## config.mk

```make
export PLATFORM = sky130hd
export DESIGN_NAME = motion_transient_event_detect
export DESIGN_NICKNAME = d
export VERILOG_FILES = /design/src/design/motion_transient_pkg.sv /design/src/design/motion_transient_event_detect.sv
export VERILOG_INCLUDE_DIRS = /design/src /design/src/design
export SDC_FILE = /design/constraint.sdc
export NUM_CORES = 1
export LEC_CHECK = 0
export BUFFER_PORTS_ARGS = -buffer_cell sky130_fd_sc_hd__buf_2
export CORE_MARGIN = 2
export CORE_UTILIZATION = 40
export DETAILED_ROUTE_END_ITERATION = 16
export PLACE_DENSITY = 0.66
export SETUP_SLACK_MARGIN = 0.4
export SLEW_MARGIN = 30
export SYNTH_ARGS = -nofsm -noshare
export SYNTH_HDL_FRONTEND = slang
export SYNTH_SLANG_ARGS = --single-unit
```

## constraint.sdc

```tcl
create_clock -name clk_sys -period 10.4 [get_ports clk_sys]
set_input_delay 1.04 -clock clk_sys [delete_from_list [all_inputs] [get_ports clk_sys]]
set_output_delay 1.04 -clock clk_sys [all_outputs]
set_load 0.05 [all_outputs]
```

## src/design/motion_transient_regs.svh

```systemverilog
`ifndef MOTION_TRANSIENT_REGS_SVH
`define MOTION_TRANSIENT_REGS_SVH

// ==================================================
// register offsets
`define MOTION_THRESHOLD_ADDR      8'h17
`define MOTION_DEBOUNCE_COUNT_ADDR 8'h18
`define TRANSIENT_CONFIG_ADDR      8'h1d
`define TRANSIENT_SOURCE_ADDR      8'h1e

// ==================================================
// reset values
`define MOTION_THRESHOLD_RST       8'h00
`define MOTION_DEBOUNCE_COUNT_RST  8'h00
`define TRANSIENT_CONFIG_RST       8'h00
`define TRANSIENT_SOURCE_RST       8'h00

// ==================================================
// field positions
`define DEBOUNCE_MODE_BIT          7
`define HIGHPASS_BYPASS_BIT        0
`define LATCH_ENABLE_BIT           4
`define EVENT_ACTIVE_BIT           6
`define Z_CHANGE_ENABLE_BIT        3
`define Y_CHANGE_ENABLE_BIT        2
`define X_CHANGE_ENABLE_BIT        1

// ==================================================
// threshold limits, 0.063 g per count
`define THRESHOLD_MAX              7'h7f
`define LOW_NOISE_THRESHOLD_MAX    7'h3f

// ==================================================
// debounce time steps in microseconds
`define STEP_800HZ_US              18'd1250
`define STEP_400HZ_US              18'd2500
`define STEP_200HZ_US              18'd5000
`define STEP_100HZ_US              18'd10000
`define STEP_50HZ_US               18'd20000
`define STEP_LONG_US               18'd80000
`define STEP_LONGEST_US            18'd160000

`endif

```

## src/design/motion_transient_pkg.sv

```systemverilog
package motion_transient_pkg;

  // ==================================================
  // one sample of three axes, two's complement
  typedef struct packed {
    logic signed [9:0] x;
    logic signed [9:0] y;
    logic signed [9:0] z;
  } accel_axes_type;

  // output sample rate codes, fastest first
  typedef enum logic [2:0] {
    RATE_800HZ  = 3'h0,
    RATE_400HZ  = 3'h1,
    RATE_200HZ  = 3'h2,
    RATE_100HZ  = 3'h3,
    RATE_50HZ   = 3'h4,
    RATE_12HZ5  = 3'h5,
    RATE_6HZ25  = 3'h6,
    RATE_1HZ56  = 3'h7
  } output_sample_rate_type;

  // oversampling modes
  typedef enum logic [1:0] {
    MODE_NORMAL                   = 2'h0,
    MODE_LOW_POWER_LOW_NOISE_MODE = 2'h1,
    MODE_HIGH_RESOLUTION_MODE     = 2'h2,
    MODE_POWER_SAVING_MODE        = 2'h3
  } oversample_mode_type;

  // full scale range
  typedef enum logic [1:0] {
    RANGE_2G = 2'h0,
    RANGE_4G = 2'h1,
    RANGE_8G = 2'h2
  } full_scale_type;

endpackage

```

## src/design/motion_transient_event_detect.sv

```systemverilog
`timescale 1ns/10ps
`include "motion_transient_regs.svh"

module motion_transient_event_detect (
  // clock and reset
  input  wire logic                                        clk_sys,
  input  wire logic                                        arst_n,
  // register port
  input  wire logic [7:0]                                  reg_addr,
  input  wire logic                                        reg_wr,
  input  wire logic                                        reg_rd,
  input  wire logic [7:0]                                  reg_wdata,
  output logic      [7:0]                                  reg_rdata,
  // sample stream
  input  wire logic                                        sample_valid,
  input  wire motion_transient_pkg::accel_axes_type        accel_raw,
  input  wire motion_transient_pkg::accel_axes_type        accel_highpass,
  // settings held elsewhere in the device
  input  wire motion_transient_pkg::full_scale_type        full_scale,
  input  wire logic                                        low_noise,
  input  wire motion_transient_pkg::output_sample_rate_type output_sample_rate,
  input  wire motion_transient_pkg::oversample_mode_type   oversample_mode,
  input  wire logic [2:0]                                  motion_axis_enable,
  input  wire logic                                        motion_or_select,
  input  wire logic [7:0]                                  transient_limit,
  input  wire logic [7:0]                                  transient_count,
  // events
  output logic                                             motion_event,
  output logic                                             transient_event,
  output logic                                             transient_irq,
  output logic      [17:0]                                 debounce_step_us
);
  import motion_transient_pkg::*;

  // ==================================================
  // helper functions

  // magnitude of a ten bit sample; -512 maps to 512 unsigned
  function automatic logic [9:0] magnitude(input logic signed [9:0] a);
    logic [9:0] r;
    r = a[9] ? 10'(-a) : 10'(a);
    return r;
  endfunction

  // threshold in data counts; never clipped by range, capped by low noise
  function automatic logic [10:0] scale_threshold(input logic [6:0] ths,
                                                  input full_scale_type fs,
                                                  input logic lnoise);
    logic [6:0]  t;
    logic [10:0] r;
    t = (lnoise && ths > `LOW_NOISE_THRESHOLD_MAX) ? `LOW_NOISE_THRESHOLD_MAX : ths;
    // one threshold count is sixteen data counts at 2 g, eight at 4 g, four at 8 g
    case (fs)
      RANGE_2G: r = {t, 4'h0};
      RANGE_4G: r = {1'b0, t, 3'h0};
      default:  r = {2'h0, t, 2'h0};
    endcase
    return r;
  endfunction

  // per-axis compare, bit 2 is Z, bit 1 Y, bit 0 X
  function automatic logic [2:0] above(input accel_axes_type a,
                                       input logic [10:0] thr);
    logic [2:0] r;
    r[2] = {1'b0, magnitude(a.z)} > thr;
    r[1] = {1'b0, magnitude(a.y)} > thr;
    r[0] = {1'b0, magnitude(a.x)} > thr;
    return r;
  endfunction

  // next debounce counter value for one sample
  function automatic logic [7:0] debounce_next(input logic [7:0] cnt,
                                               input logic [7:0] limit,
                                               input logic cond,
                                               input logic clear_mode);
    logic [7:0] r;
    // a count lowered below the counter pulls it straight down
    if (cnt > limit) begin
      r = limit;
    end else if (cond) begin
      r = (cnt < limit) ? 8'(cnt + 8'h01) : limit;
    end else if (clear_mode) begin
      r = 8'h00;
    end else begin
      r = (cnt != 8'h00) ? 8'(cnt - 8'h01) : 8'h00;
    end
    return r;
  endfunction

  // debounce time step for a rate and oversampling mode
  function automatic logic [17:0] step_time(input output_sample_rate_type rate,
                                            input oversample_mode_type mode);
    logic [17:0] r;
    case (rate)
      RATE_800HZ: r = `STEP_800HZ_US;
      RATE_400HZ: r = `STEP_400HZ_US;
      RATE_200HZ: r = `STEP_200HZ_US;
      RATE_100HZ: r = `STEP_100HZ_US;
      RATE_50HZ:  r = `STEP_50HZ_US;
      RATE_12HZ5: r = `STEP_LONG_US;
      default:    r = `STEP_LONGEST_US;
    endcase
    case (mode)
      MODE_NORMAL: begin
        if (r > `STEP_50HZ_US) r = `STEP_50HZ_US;
      end
      MODE_LOW_POWER_LOW_NOISE_MODE: begin
        if (r > `STEP_LONG_US) r = `STEP_LONG_US;
      end
      MODE_HIGH_RESOLUTION_MODE: begin
        if (r > `STEP_400HZ_US) r = `STEP_400HZ_US;
      end
      default: begin
      end
    endcase
    return r;
  endfunction

  // ==================================================
  // register state
  logic [7:0] motion_threshold_q;
  logic [7:0] motion_debounce_count_q;
  logic [7:0] transient_config_q;
  logic [7:0] transient_source_q;
  logic [7:0] transient_source_d;
  logic [7:0] reg_rdata_q;
  logic [7:0] reg_rdata_d;
  logic [7:0] motion_cnt_q;
  logic [7:0] motion_cnt_d;
  logic [7:0] transient_cnt_q;
  logic [7:0] transient_cnt_d;
  logic       motion_event_q;
  logic       transient_event_q;
  // the step is reported only; the sample strobe itself sets the pace
  logic [17:0] step_q;

  // ==================================================
  // address decode
  wire sel_threshold = (reg_addr == `MOTION_THRESHOLD_ADDR);
  wire sel_count     = (reg_addr == `MOTION_DEBOUNCE_COUNT_ADDR);
  wire sel_config    = (reg_addr == `TRANSIENT_CONFIG_ADDR);
  wire sel_source    = (reg_addr == `TRANSIENT_SOURCE_ADDR);
  wire source_read   = reg_rd && sel_source;

  // unused config bits 7..5 always read zero
  wire [7:0] config_wmask = 8'h1f;

  // ==================================================
  // config fields
  wire debounce_mode_select = motion_threshold_q[`DEBOUNCE_MODE_BIT];
  wire [6:0] threshold_value = motion_threshold_q[6:0];
  wire highpass_bypass = transient_config_q[`HIGHPASS_BYPASS_BIT];
  wire latch_enable = transient_config_q[`LATCH_ENABLE_BIT];
  wire z_change_flag_enable = transient_config_q[`Z_CHANGE_ENABLE_BIT];
  wire y_change_flag_enable = transient_config_q[`Y_CHANGE_ENABLE_BIT];
  wire x_change_flag_enable = transient_config_q[`X_CHANGE_ENABLE_BIT];
  // packed Z, Y, X so it lines up with the per-axis compare result
  wire [2:0] change_flag_enable = {z_change_flag_enable, y_change_flag_enable,
                                   x_change_flag_enable};

  // ==================================================
  // motion / freefall condition
  wire [10:0] motion_thr = scale_threshold(threshold_value, full_scale, low_noise);
  wire [2:0]  motion_above = above(accel_raw, motion_thr);
  wire        motion_any = |(motion_above & motion_axis_enable);
  // freefall needs at least one enabled axis to mean anything
  wire        motion_all_low = (motion_axis_enable != 3'h0) &&
                               ((motion_above & motion_axis_enable) == 3'h0);
  wire        motion_cond = motion_or_select ? motion_any : motion_all_low;

  // ==================================================
  // transient condition
  // bypass selects raw data, otherwise the high-pass output
  wire accel_axes_type trans_data = highpass_bypass ? accel_raw : accel_highpass;
  wire [10:0] trans_thr = scale_threshold(transient_limit[6:0], full_scale, low_noise);
  wire [2:0]  trans_above = above(trans_data, trans_thr) & change_flag_enable;
  wire        trans_cond = |trans_above;
  // the transient detector carries its own mode bit in its limit byte
  wire        trans_clear_mode = transient_limit[`DEBOUNCE_MODE_BIT];
  wire [2:0]  trans_sign = {trans_data.z[9], trans_data.y[9], trans_data.x[9]};

  // ==================================================
  // debounce counters move only on an output sample
  assign motion_cnt_d = sample_valid ?
    debounce_next(motion_cnt_q, motion_debounce_count_q, motion_cond, debounce_mode_select) :
    motion_cnt_q;
  assign transient_cnt_d = sample_valid ?
    debounce_next(transient_cnt_q, transient_count, trans_cond, trans_clear_mode) :
    transient_cnt_q;

  // events fire on every matching sample that leaves the counter at the count
  // a count of zero makes every matching sample an event
  wire motion_hit = sample_valid && motion_cond &&
                    (motion_cnt_d == motion_debounce_count_q);
  wire trans_hit  = sample_valid && trans_cond &&
                    (transient_cnt_d == transient_count);

  // ==================================================
  // transient source next state
  // fresh pairs: event bit and polarity per axis, Z in the high pair
  wire [5:0] hit_pairs = trans_hit ?
    {trans_above[2], trans_above[2] & trans_sign[2],
     trans_above[1], trans_above[1] & trans_sign[1],
     trans_above[0], trans_above[0] & trans_sign[0]} : 6'h00;
  wire [2:0] old_events = {transient_source_q[5], transient_source_q[3],
                           transient_source_q[1]};
  wire       old_active = transient_source_q[`EVENT_ACTIVE_BIT];
  // axes newly raised while latched; these may still renew polarity
  wire [2:0] new_events = {hit_pairs[5], hit_pairs[3], hit_pairs[1]} & ~old_events;
  wire [5:0] new_mask = {{2{new_events[2]}}, {2{new_events[1]}}, {2{new_events[0]}}};
  // a read clears first, then a same-cycle hit sets again so no event is lost
  wire [5:0] base_pairs = source_read ? 6'h00 : transient_source_q[5:0];
  wire [5:0] held_pairs = (source_read || !old_active) ? hit_pairs | base_pairs :
                          (base_pairs & ~new_mask) | (hit_pairs & new_mask);
  // live view keeps the last hit until the next sample or a source read
  wire [5:0] live_pairs = sample_valid ? hit_pairs : base_pairs;
  wire [5:0] next_pairs = latch_enable ? held_pairs : live_pairs;
  wire       next_active = |{next_pairs[5], next_pairs[3], next_pairs[1]};
  assign transient_source_d = {1'b0, next_active, next_pairs};

  // ==================================================
  // read data mux; unmapped offsets read zero
  assign reg_rdata_d = sel_threshold ? motion_threshold_q :
                       sel_count     ? motion_debounce_count_q :
                       sel_config    ? transient_config_q :
                       sel_source    ? transient_source_q :
                       8'h00;

  // ==================================================
  // software registers
  always_ff @(posedge clk_sys or negedge arst_n) begin
    if (!arst_n) begin
      motion_threshold_q      <= `MOTION_THRESHOLD_RST;
      motion_debounce_count_q <= `MOTION_DEBOUNCE_COUNT_RST;
      transient_config_q      <= `TRANSIENT_CONFIG_RST;
    end else if (reg_wr) begin
      // writes to the source or to unmapped offsets fall through
      if (sel_threshold) motion_threshold_q <= reg_wdata;
      if (sel_count) motion_debounce_count_q <= reg_wdata;
      if (sel_config) transient_config_q <= reg_wdata & config_wmask;
    end
  end

  // read capture happens before the clear, so software sees the flags
  always_ff @(posedge clk_sys or negedge arst_n) begin
    if (!arst_n) begin
      reg_rdata_q <= 8'h00;
    end else if (reg_rd) begin
      reg_rdata_q <= reg_rdata_d;
    end
  end

  // ==================================================
  // detector state
  always_ff @(posedge clk_sys or negedge arst_n) begin
    if (!arst_n) begin
      motion_cnt_q       <= 8'h00;
      transient_cnt_q    <= 8'h00;
      transient_source_q <= `TRANSIENT_SOURCE_RST;
      motion_event_q     <= 1'b0;
      transient_event_q  <= 1'b0;
      step_q             <= `STEP_800HZ_US;
    end else begin
      motion_cnt_q       <= motion_cnt_d;
      transient_cnt_q    <= transient_cnt_d;
      transient_source_q <= transient_source_d;
      motion_event_q     <= motion_hit;
      transient_event_q  <= trans_hit;
      step_q             <= step_time(output_sample_rate, oversample_mode);
    end
  end

  // ==================================================
  // outputs
  assign reg_rdata        = reg_rdata_q;
  assign motion_event     = motion_event_q;
  assign transient_event  = transient_event_q;
  // irq follows event active directly, so a source read drops it at once
  assign transient_irq    = transient_source_q[`EVENT_ACTIVE_BIT];
  assign debounce_step_us = step_q;

endmodule

```

## Word level (Yosys, flattened, before mapping)

Cells that the tools add are included.

| storage, ports and cells | value |
|---|---|
| bits in registers | 72 |
| bits in latches | 0 |
| bits in writable memories | 0 |
| bits in read-only memories | 0 |
| input port bits | 109 |
| word-level logic and storage cells | 122 |
| memories | 0 |

| cells by class | value |
|---|---|
| $add $sub $neg | 10 |
| multiply operators | 0 |
| divide/modulo/power cells | 0 |
| $lt $le $gt $ge | 15 |
| eq/ne operators | 14 |
| shifts and indexed selects | 0 |
| mux-type cells | 38 |
| bitwise gates (word level) | 12 |
| reduce and logical (&&, ||, !) cells | 23 |

Operators with widths:

| kind | count |
|---|---|
| $mux W8 | 14 |
| $pmux W18 S6 | 1 |
| $gt A10 B11 Y1 | 6 |
| $mux W10 | 6 |
| $neg A10 Y10 | 6 |
| $mux W18 | 3 |
| $pmux W18 S3 | 1 |
| $pmux W11 S2 | 2 |
| $eq A8 B5 Y1 const B | 4 |
| $mux W30 | 1 |
| $mux W6 | 5 |
| $mux W7 | 4 |
| $gt A18 B12 Y1 const B | 1 |
| $gt A18 B15 Y1 const B | 1 |
| $gt A18 B17 Y1 const B | 1 |
| $add A8 B1 Y8 const B | 2 |
| $eq A8 B8 Y1 | 2 |
| $gt A8 B8 Y1 | 2 |
| $lt A8 B8 Y1 | 2 |
| $reduce_bool A8 Y1 | 2 |
| $sub A8 B1 Y8 const B | 2 |
| $gt A7 B6 Y1 const B | 2 |
| $and A6 B6 Y6 | 2 |
| $or A6 B6 Y6 | 2 |
| other kinds (18) | 38 |

## Depth between registers and ports, before layout

| depth | value |
|---|---|
| depth in word-level cells | 20 |
| mapped depth | 21 |

## Least setup slack after synthesis

OpenSTA, ideal clock, no wires.

| timing path | value |
|---|---|
| path type | input to register |
| start point | in accel_raw[3] in the netlist's numbering |
| end point | reg motion_event_q (netlist: motion_event) |
| data arrival time | 4.903 ns |
| setup slack | 5.372 ns |
| stages | 17 |
| path buffers | 0 |
| cell sequence | or4_1 -> or3_1 -> or3_1 -> nand2_1 -> xnor2_1 -> ha_1 -> nand2_1 -> nor3_1 -> nand4_1 -> o221ai_1 -> a211o_1 -> nand3_1 -> mux2i_1 -> mux2_2 -> a222oi_1 -> o2111ai_1 -> a2111oi_0 |

| between the ends | value |
|---|---|
| cells in the longest elaborated chain, start to end | 12 |

Ends and longest elaborated chain:

| what | RTL line | source |
|---|---|---|
| start: declaration | motion_transient_event_detect.sv:16 | `input wire motion_transient_pkg::accel_axes_type accel_raw,` |
| $neg A10 Y10 | motion_transient_event_detect.sv:41 | `r = a[9] ? 10'(-a) : 10'(a);` |
| $mux W10 * | motion_transient_event_detect.sv:41 |  |
| $gt A10 B11 Y1 * | motion_transient_event_detect.sv:65 | `r[2] = {1'b0, magnitude(a.z)} > thr;` |
| $and A3 B3 Y3 * | motion_transient_event_detect.sv:165, motion_transient_event_detect.sv:168 |  |
| $logic_not A3 Y1 | motion_transient_event_detect.sv:168 | `((motion_above & motion_axis_enable) == 3'h0);` |
| $logic_and A1 B1 Y1 | motion_transient_event_detect.sv:167 | `wire motion_all_low = (motion_axis_enable != 3'h0) &&` |
| $mux W1 * | motion_transient_event_detect.sv:169 | `wire motion_cond = motion_or_select ? motion_any : motion_all_low;` |
| $mux W8 | motion_transient_event_detect.sv:80 | `end else if (cond) begin` |
| $mux W8 | motion_transient_event_detect.sv:78 | `if (cnt > limit) begin` |
| $mux W8 | motion_transient_event_detect.sv:184 | `assign motion_cnt_d = sample_valid ?` |
| $eq A8 B8 Y1 | motion_transient_event_detect.sv:194 | `(motion_cnt_d == motion_debounce_count_q);` |
| $logic_and A1 B1 Y1 * | motion_transient_event_detect.sv:193 | `wire motion_hit = sample_valid && motion_cond &&` |
| net motion_hit | motion_transient_event_detect.sv:193 |  |
| end signal: assignment | motion_transient_event_detect.sv:267 | `motion_event_q <= motion_hit;` |
| end: declaration | motion_transient_event_detect.sv:132 | `logic motion_event_q;` |

Mark *: on every way through the listed nets, which the timed path passes. The rest lies on a longest branch.
A chain may end at the register's enable or synchronous reset.

## Worst setup path after layout

| timing path | value |
|---|---|
| start point | reg transient_config_q[0] |
| end point | reg transient_source_q[4] |

| between the ends | value |
|---|---|
| cells in the longest elaborated chain, start to end | 18 |

Ends and longest elaborated chain:

| what | RTL line | source |
|---|---|---|
| start: declaration | motion_transient_event_detect.sv:123 | `logic [7:0] transient_config_q;` |
| start signal: assignment | motion_transient_event_detect.sv:235 | `` transient_config_q <= `TRANSIENT_CONFIG_RST; `` |
| start signal: assignment | motion_transient_event_detect.sv:240 | `if (sel_config) transient_config_q <= reg_wdata & config_wmask;` |
| $mux W30 * | motion_transient_event_detect.sv:174 | `wire accel_axes_type trans_data = highpass_bypass ? accel_raw : accel_highpass;` |
| $neg A10 Y10 | motion_transient_event_detect.sv:41 |  |
| $mux W10 | motion_transient_event_detect.sv:41 |  |
| $gt A10 B11 Y1 (on tied branches) | motion_transient_event_detect.sv:67, motion_transient_event_detect.sv:65, motion_transient_event_detect.sv:66 |  |
| $and A3 B3 Y3 | motion_transient_event_detect.sv:176 | `wire [2:0] trans_above = above(trans_data, trans_thr) & change_flag_enable;` |
| $reduce_or A3 Y1 | motion_transient_event_detect.sv:177 | `wire trans_cond = \|trans_above;` |
| $mux W8 | motion_transient_event_detect.sv:80 |  |
| $mux W8 | motion_transient_event_detect.sv:78 |  |
| [... 3 more ...] | -- |  |
| $mux W6 * | motion_transient_event_detect.sv:201 | `wire [5:0] hit_pairs = trans_hit ?` |
| $and A3 B3 Y3 | motion_transient_event_detect.sv:209 | `wire [2:0] new_events = {hit_pairs[5], hit_pairs[3], hit_pairs[1]} & ~old_events;` |
| $not A6 Y6 | motion_transient_event_detect.sv:214 | `(base_pairs & ~new_mask) \| (hit_pairs & new_mask);` |
| $and A6 B6 Y6 | motion_transient_event_detect.sv:214 |  |
| $or A6 B6 Y6 | motion_transient_event_detect.sv:214 |  |
| $mux W6 | motion_transient_event_detect.sv:213 | `wire [5:0] held_pairs = (source_read \|\| !old_active) ? hit_pairs \| base_pairs :` |
| $mux W6 * | motion_transient_event_detect.sv:217 | `wire [5:0] next_pairs = latch_enable ? held_pairs : live_pairs;` |
| net next_pairs[4] | motion_transient_event_detect.sv:217 |  |
| end signal: assignment | motion_transient_event_detect.sv:259 | `` transient_source_q <= `TRANSIENT_SOURCE_RST; `` |
| end signal: assignment | motion_transient_event_detect.sv:266 | `transient_source_q <= transient_source_d;` |
| end: declaration | motion_transient_event_detect.sv:124 | `logic [7:0] transient_source_q;` |

Marked as above.

==> impl_metrics.tcl <==
set metrics [dict create \
    p_seq_share_pct 27.8 \
    post_cts_resize_count 0 \
    track_usage_pct 21.7 \
    tns_ns 0 \
    port_buffers 135 \
    drtPass1Iterations 6 \
    async_flop_share_pct 100 \
    core_sq_um 18100 \
    grt_start_max_net_pins 71 \
    status "finished clean" \
    antenna_found_initial 0 \
    p_sw_uw 589 \
    yosys.area.top_type "dfrtp_1" \
    start_kind "flop" \
    synth.area.mux_share_pct 12.9 \
    cts_tree "built" \
    synthCells 878 \
    drtAntennaViolNets 0 \
    first_iter_violations 610 \
    cts_hold_buf 0 \
    synthTopCellsByArea "dfrtp_1, ha_1, mux2_2" \
    finalHoldViolCount 0 \
    yosys.area_share.adder_pct 11.4 \
    crit_chain "buf_4 -> mux2i_1 -> ha_1 -> nor4bb_1 -> nor2_1 -> o21ai_0 -> xor2_1 -> ha_1 -> nand2_1 -> nor2_1 -> nand4b_1 -> nor2_1 -> mux2_2 -> a2111oi_2 -> a211o_1 -> and3_1 -> o211ai_1 -> nor4_1 -> o21ai_1" \
    tightest_slew_ns 0.851 \
    worstSetupPathType "reg -> reg" \
    hp-class "reg -> reg" \
    wl_per_cell_microns 17.9 \
    cp_slowest_cell "buf_4" \
    cap_violations 0 \
    synth-simple-area-share_pct 18.4 \
    clkPwrFrac_pct 23.9 \
    ys_top_cells_by_count "nor2_1, ha_1, dfrtp_1, nand2_1, a21oi_1" \
    crit_fanout 47 \
    vias_per_cell 5.86 \
    cts.path.max_buffers 2 \
    fin_crit_sh_pct 50.1 \
    grt_pass1_wl_microns 34700 \
    cts_buffers 9 \
    worst_slack_ns 5.19 \
    post_cts_buffers 0 \
    via_count 7180 \
    cts_root_buf "clkbuf_16" \
    synth_warnings 0 \
    finalWirelength_microns 21900 \
    finalMaxSlewViolations 0 \
    dieHeight_microns 141 \
    overflow 0 \
    grt_setup_unrepaired "no" \
    drive_above_1_share_pct 23.5 \
    synth_top_family_by_area "compound AO/OA/AOI/OAI gates" \
    synth_xor_area_share_pct 8.83 \
    dp_hpwl_microns 17300 \
    clkSlewWorstSetupHoldPaths_ns 0.06 \
    htreeDepth 3 \
    skew_ns 0.00588 \
    fin_crit_ns 5.21 \
    die_x_microns 141 \
    syn_avg_cell_area_sq_um 8.49 \
    rows 49 \
    max_stage_delay_ns 0.52 \
    syn2layout_area_growth_pct 15.7 \
    yosysSeqAreaShare_pct 23.6 \
    cp-end-kind "flop" \
    peakVddDrop_mv 0.112 \
    yosysUniqueCellTypes 74 \
    synth.cell_area_sq_um 7460 \
    drc 0 \
    leakagePower_uw 0.00379 \
    swShare_pct 42.5 \
    internal-power_uw 796 \
    clock_latency_ns 0.34 \
    yosysMostFrequentCell "nor2_1" \
    power_frac_comb_pct 48.3 \
    clock_sinks 70 \
    synth-edff-count 0 \
    dp_slack_ns 4.92 \
    worst_path_most_repeated_cell "nor2_1" \
    fin_nets 1168 \
    gp_congestion 0.919 \
    yosysTopAreaCellShare_pct 21.8 \
    diodes 0 \
    max_slew_margin_pct 42.9 \
    max_freq_mhz 192 \
    synth-compound-area-share_pct 20.8 \
    ioPinCount 138 \
    setup_violations 0 \
    die-area_sq_um 19800 \
    cp.required_ns 10.61 \
    powerDensity_nw_per_um2 160 \
    initial_core_util_pct 41.1 \
    ys_ff_latch 70 \
    grt_pass1_vias 6776 \
    arrival_ns 5.42 \
    synthFlopType "dfrtp_1" \
]
[layer usage]
metal / vias up / global-route usage [%] / routed length (microns)
met5: - / 0 / 0
met3: 33 / 2.22 / 1070
met1: 3427 / 29.4 / 9860
met4: 0 / 6.32 / 444
met2: 218 / 36.7 / 10500
li1: 3502 / - / -
[logic make-up (layout without fill, tap and decap cells)]
kind of cell,Yosys count,after routing
AO/OA/AOI/OAI,235,235
XOR/XNOR,72,72
adder cells (fa/ha/maj),68,68
buffers and inverters,73,191
flip-flops,70,70
multiplexers,89,89
other,1,2
AND/OR/NAND/NOR,270,270
[metrics by stage]
stage / power [uW] / cells / hold WS, ns / instance area [sq um] / utilization, %
CTS: 1380 / 1226 / 0.525 / 8620 / 47.5
global placement: 1030 / 1210 / 0.506 / 8290 / 45.7
detailed placement: 1040 / 1210 / 0.509 / 8300 / 45.7
floorplan: 866 / 879 / 0.493 / 7460 / -
global route: 1480 / 1226 / 0.548 / 8630 / 47.5
finish: 1380 / 1226 / 0.520 / 8630 / 47.5
[path summary, 6_finish.rpt]
kind / from / end / slack [ns] / cells past startpoint
worst max register to register: transient_config_q[0] / transient_source_q[4] / 5.19 / 19
min in group asynchronous: arst_n / debounce_step_us[12] / 0.79 / 2
worst min register to register: reg_rdata[7] / reg_rdata[7] / 0.52 / 2
worst min-delay path: reg_rdata[7] / reg_rdata[7] / 0.52 / 2
worst max-delay path: transient_config_q[0] / transient_source_q[4] / 5.19 / 19
max in group asynchronous: arst_n / transient_config_q[0] / 9.09 / 2
[sequential cells by signal, summed over array words and instances (netlist names), 5 cells and up]
| name | cells |
|---|---|
| debounce_step_us | 16 |
| motion_cnt_q | 8 |
| motion_debounce_count_q | 8 |
| motion_threshold_q | 8 |
| reg_rdata | 8 |
| transient_cnt_q | 8 |
| transient_source_q | 7 |
| transient_config_q | 5 |
[power groups by stage]
stage / sequential, uW / combinational [uW] / clock (uW)
global route: 391 / 746 / 347
floorplan: 375 / 491 / 0
finish: 385 / 669 / 330
global placement: 386 / 645 / 0
detailed placement: 387 / 654 / 0
CTS: 383 / 658 / 336
[layout make-up]
class | instances | area [sq um]
clock buffer | 11 | 233
fill | 1778 | 9520
inverter | 35 | 131
clock inverter | 5 | 83.8
tap | 229 | 287
multi-input combinational | 736 | 5420
sequential | 70 | 1760
timing repair buffer | 140 | 717
[worst max-delay path: cells and delay by family (launching register included)]
kind            cells  cell delay [ns]
compound gates      5             1.42
flops               1             0.37
simple gates        8             1.40
xor+xnor            1             0.18
buf+inv             1             0.52
mux                 2             0.64
fa+ha+maj           2             0.50
[cell usage in the layout, fill, tap and decap left out, drive strengths merged, types with 35 or more instances in the layout]
cell type and n:
mux2i 39, xnor2 45, buf 140, mux2 50, inv 35, ha 67, dfrtp 65, o21ai 57
a21oi 59, nand2 65, nor2 71
(Power assumes the default switching activity.)
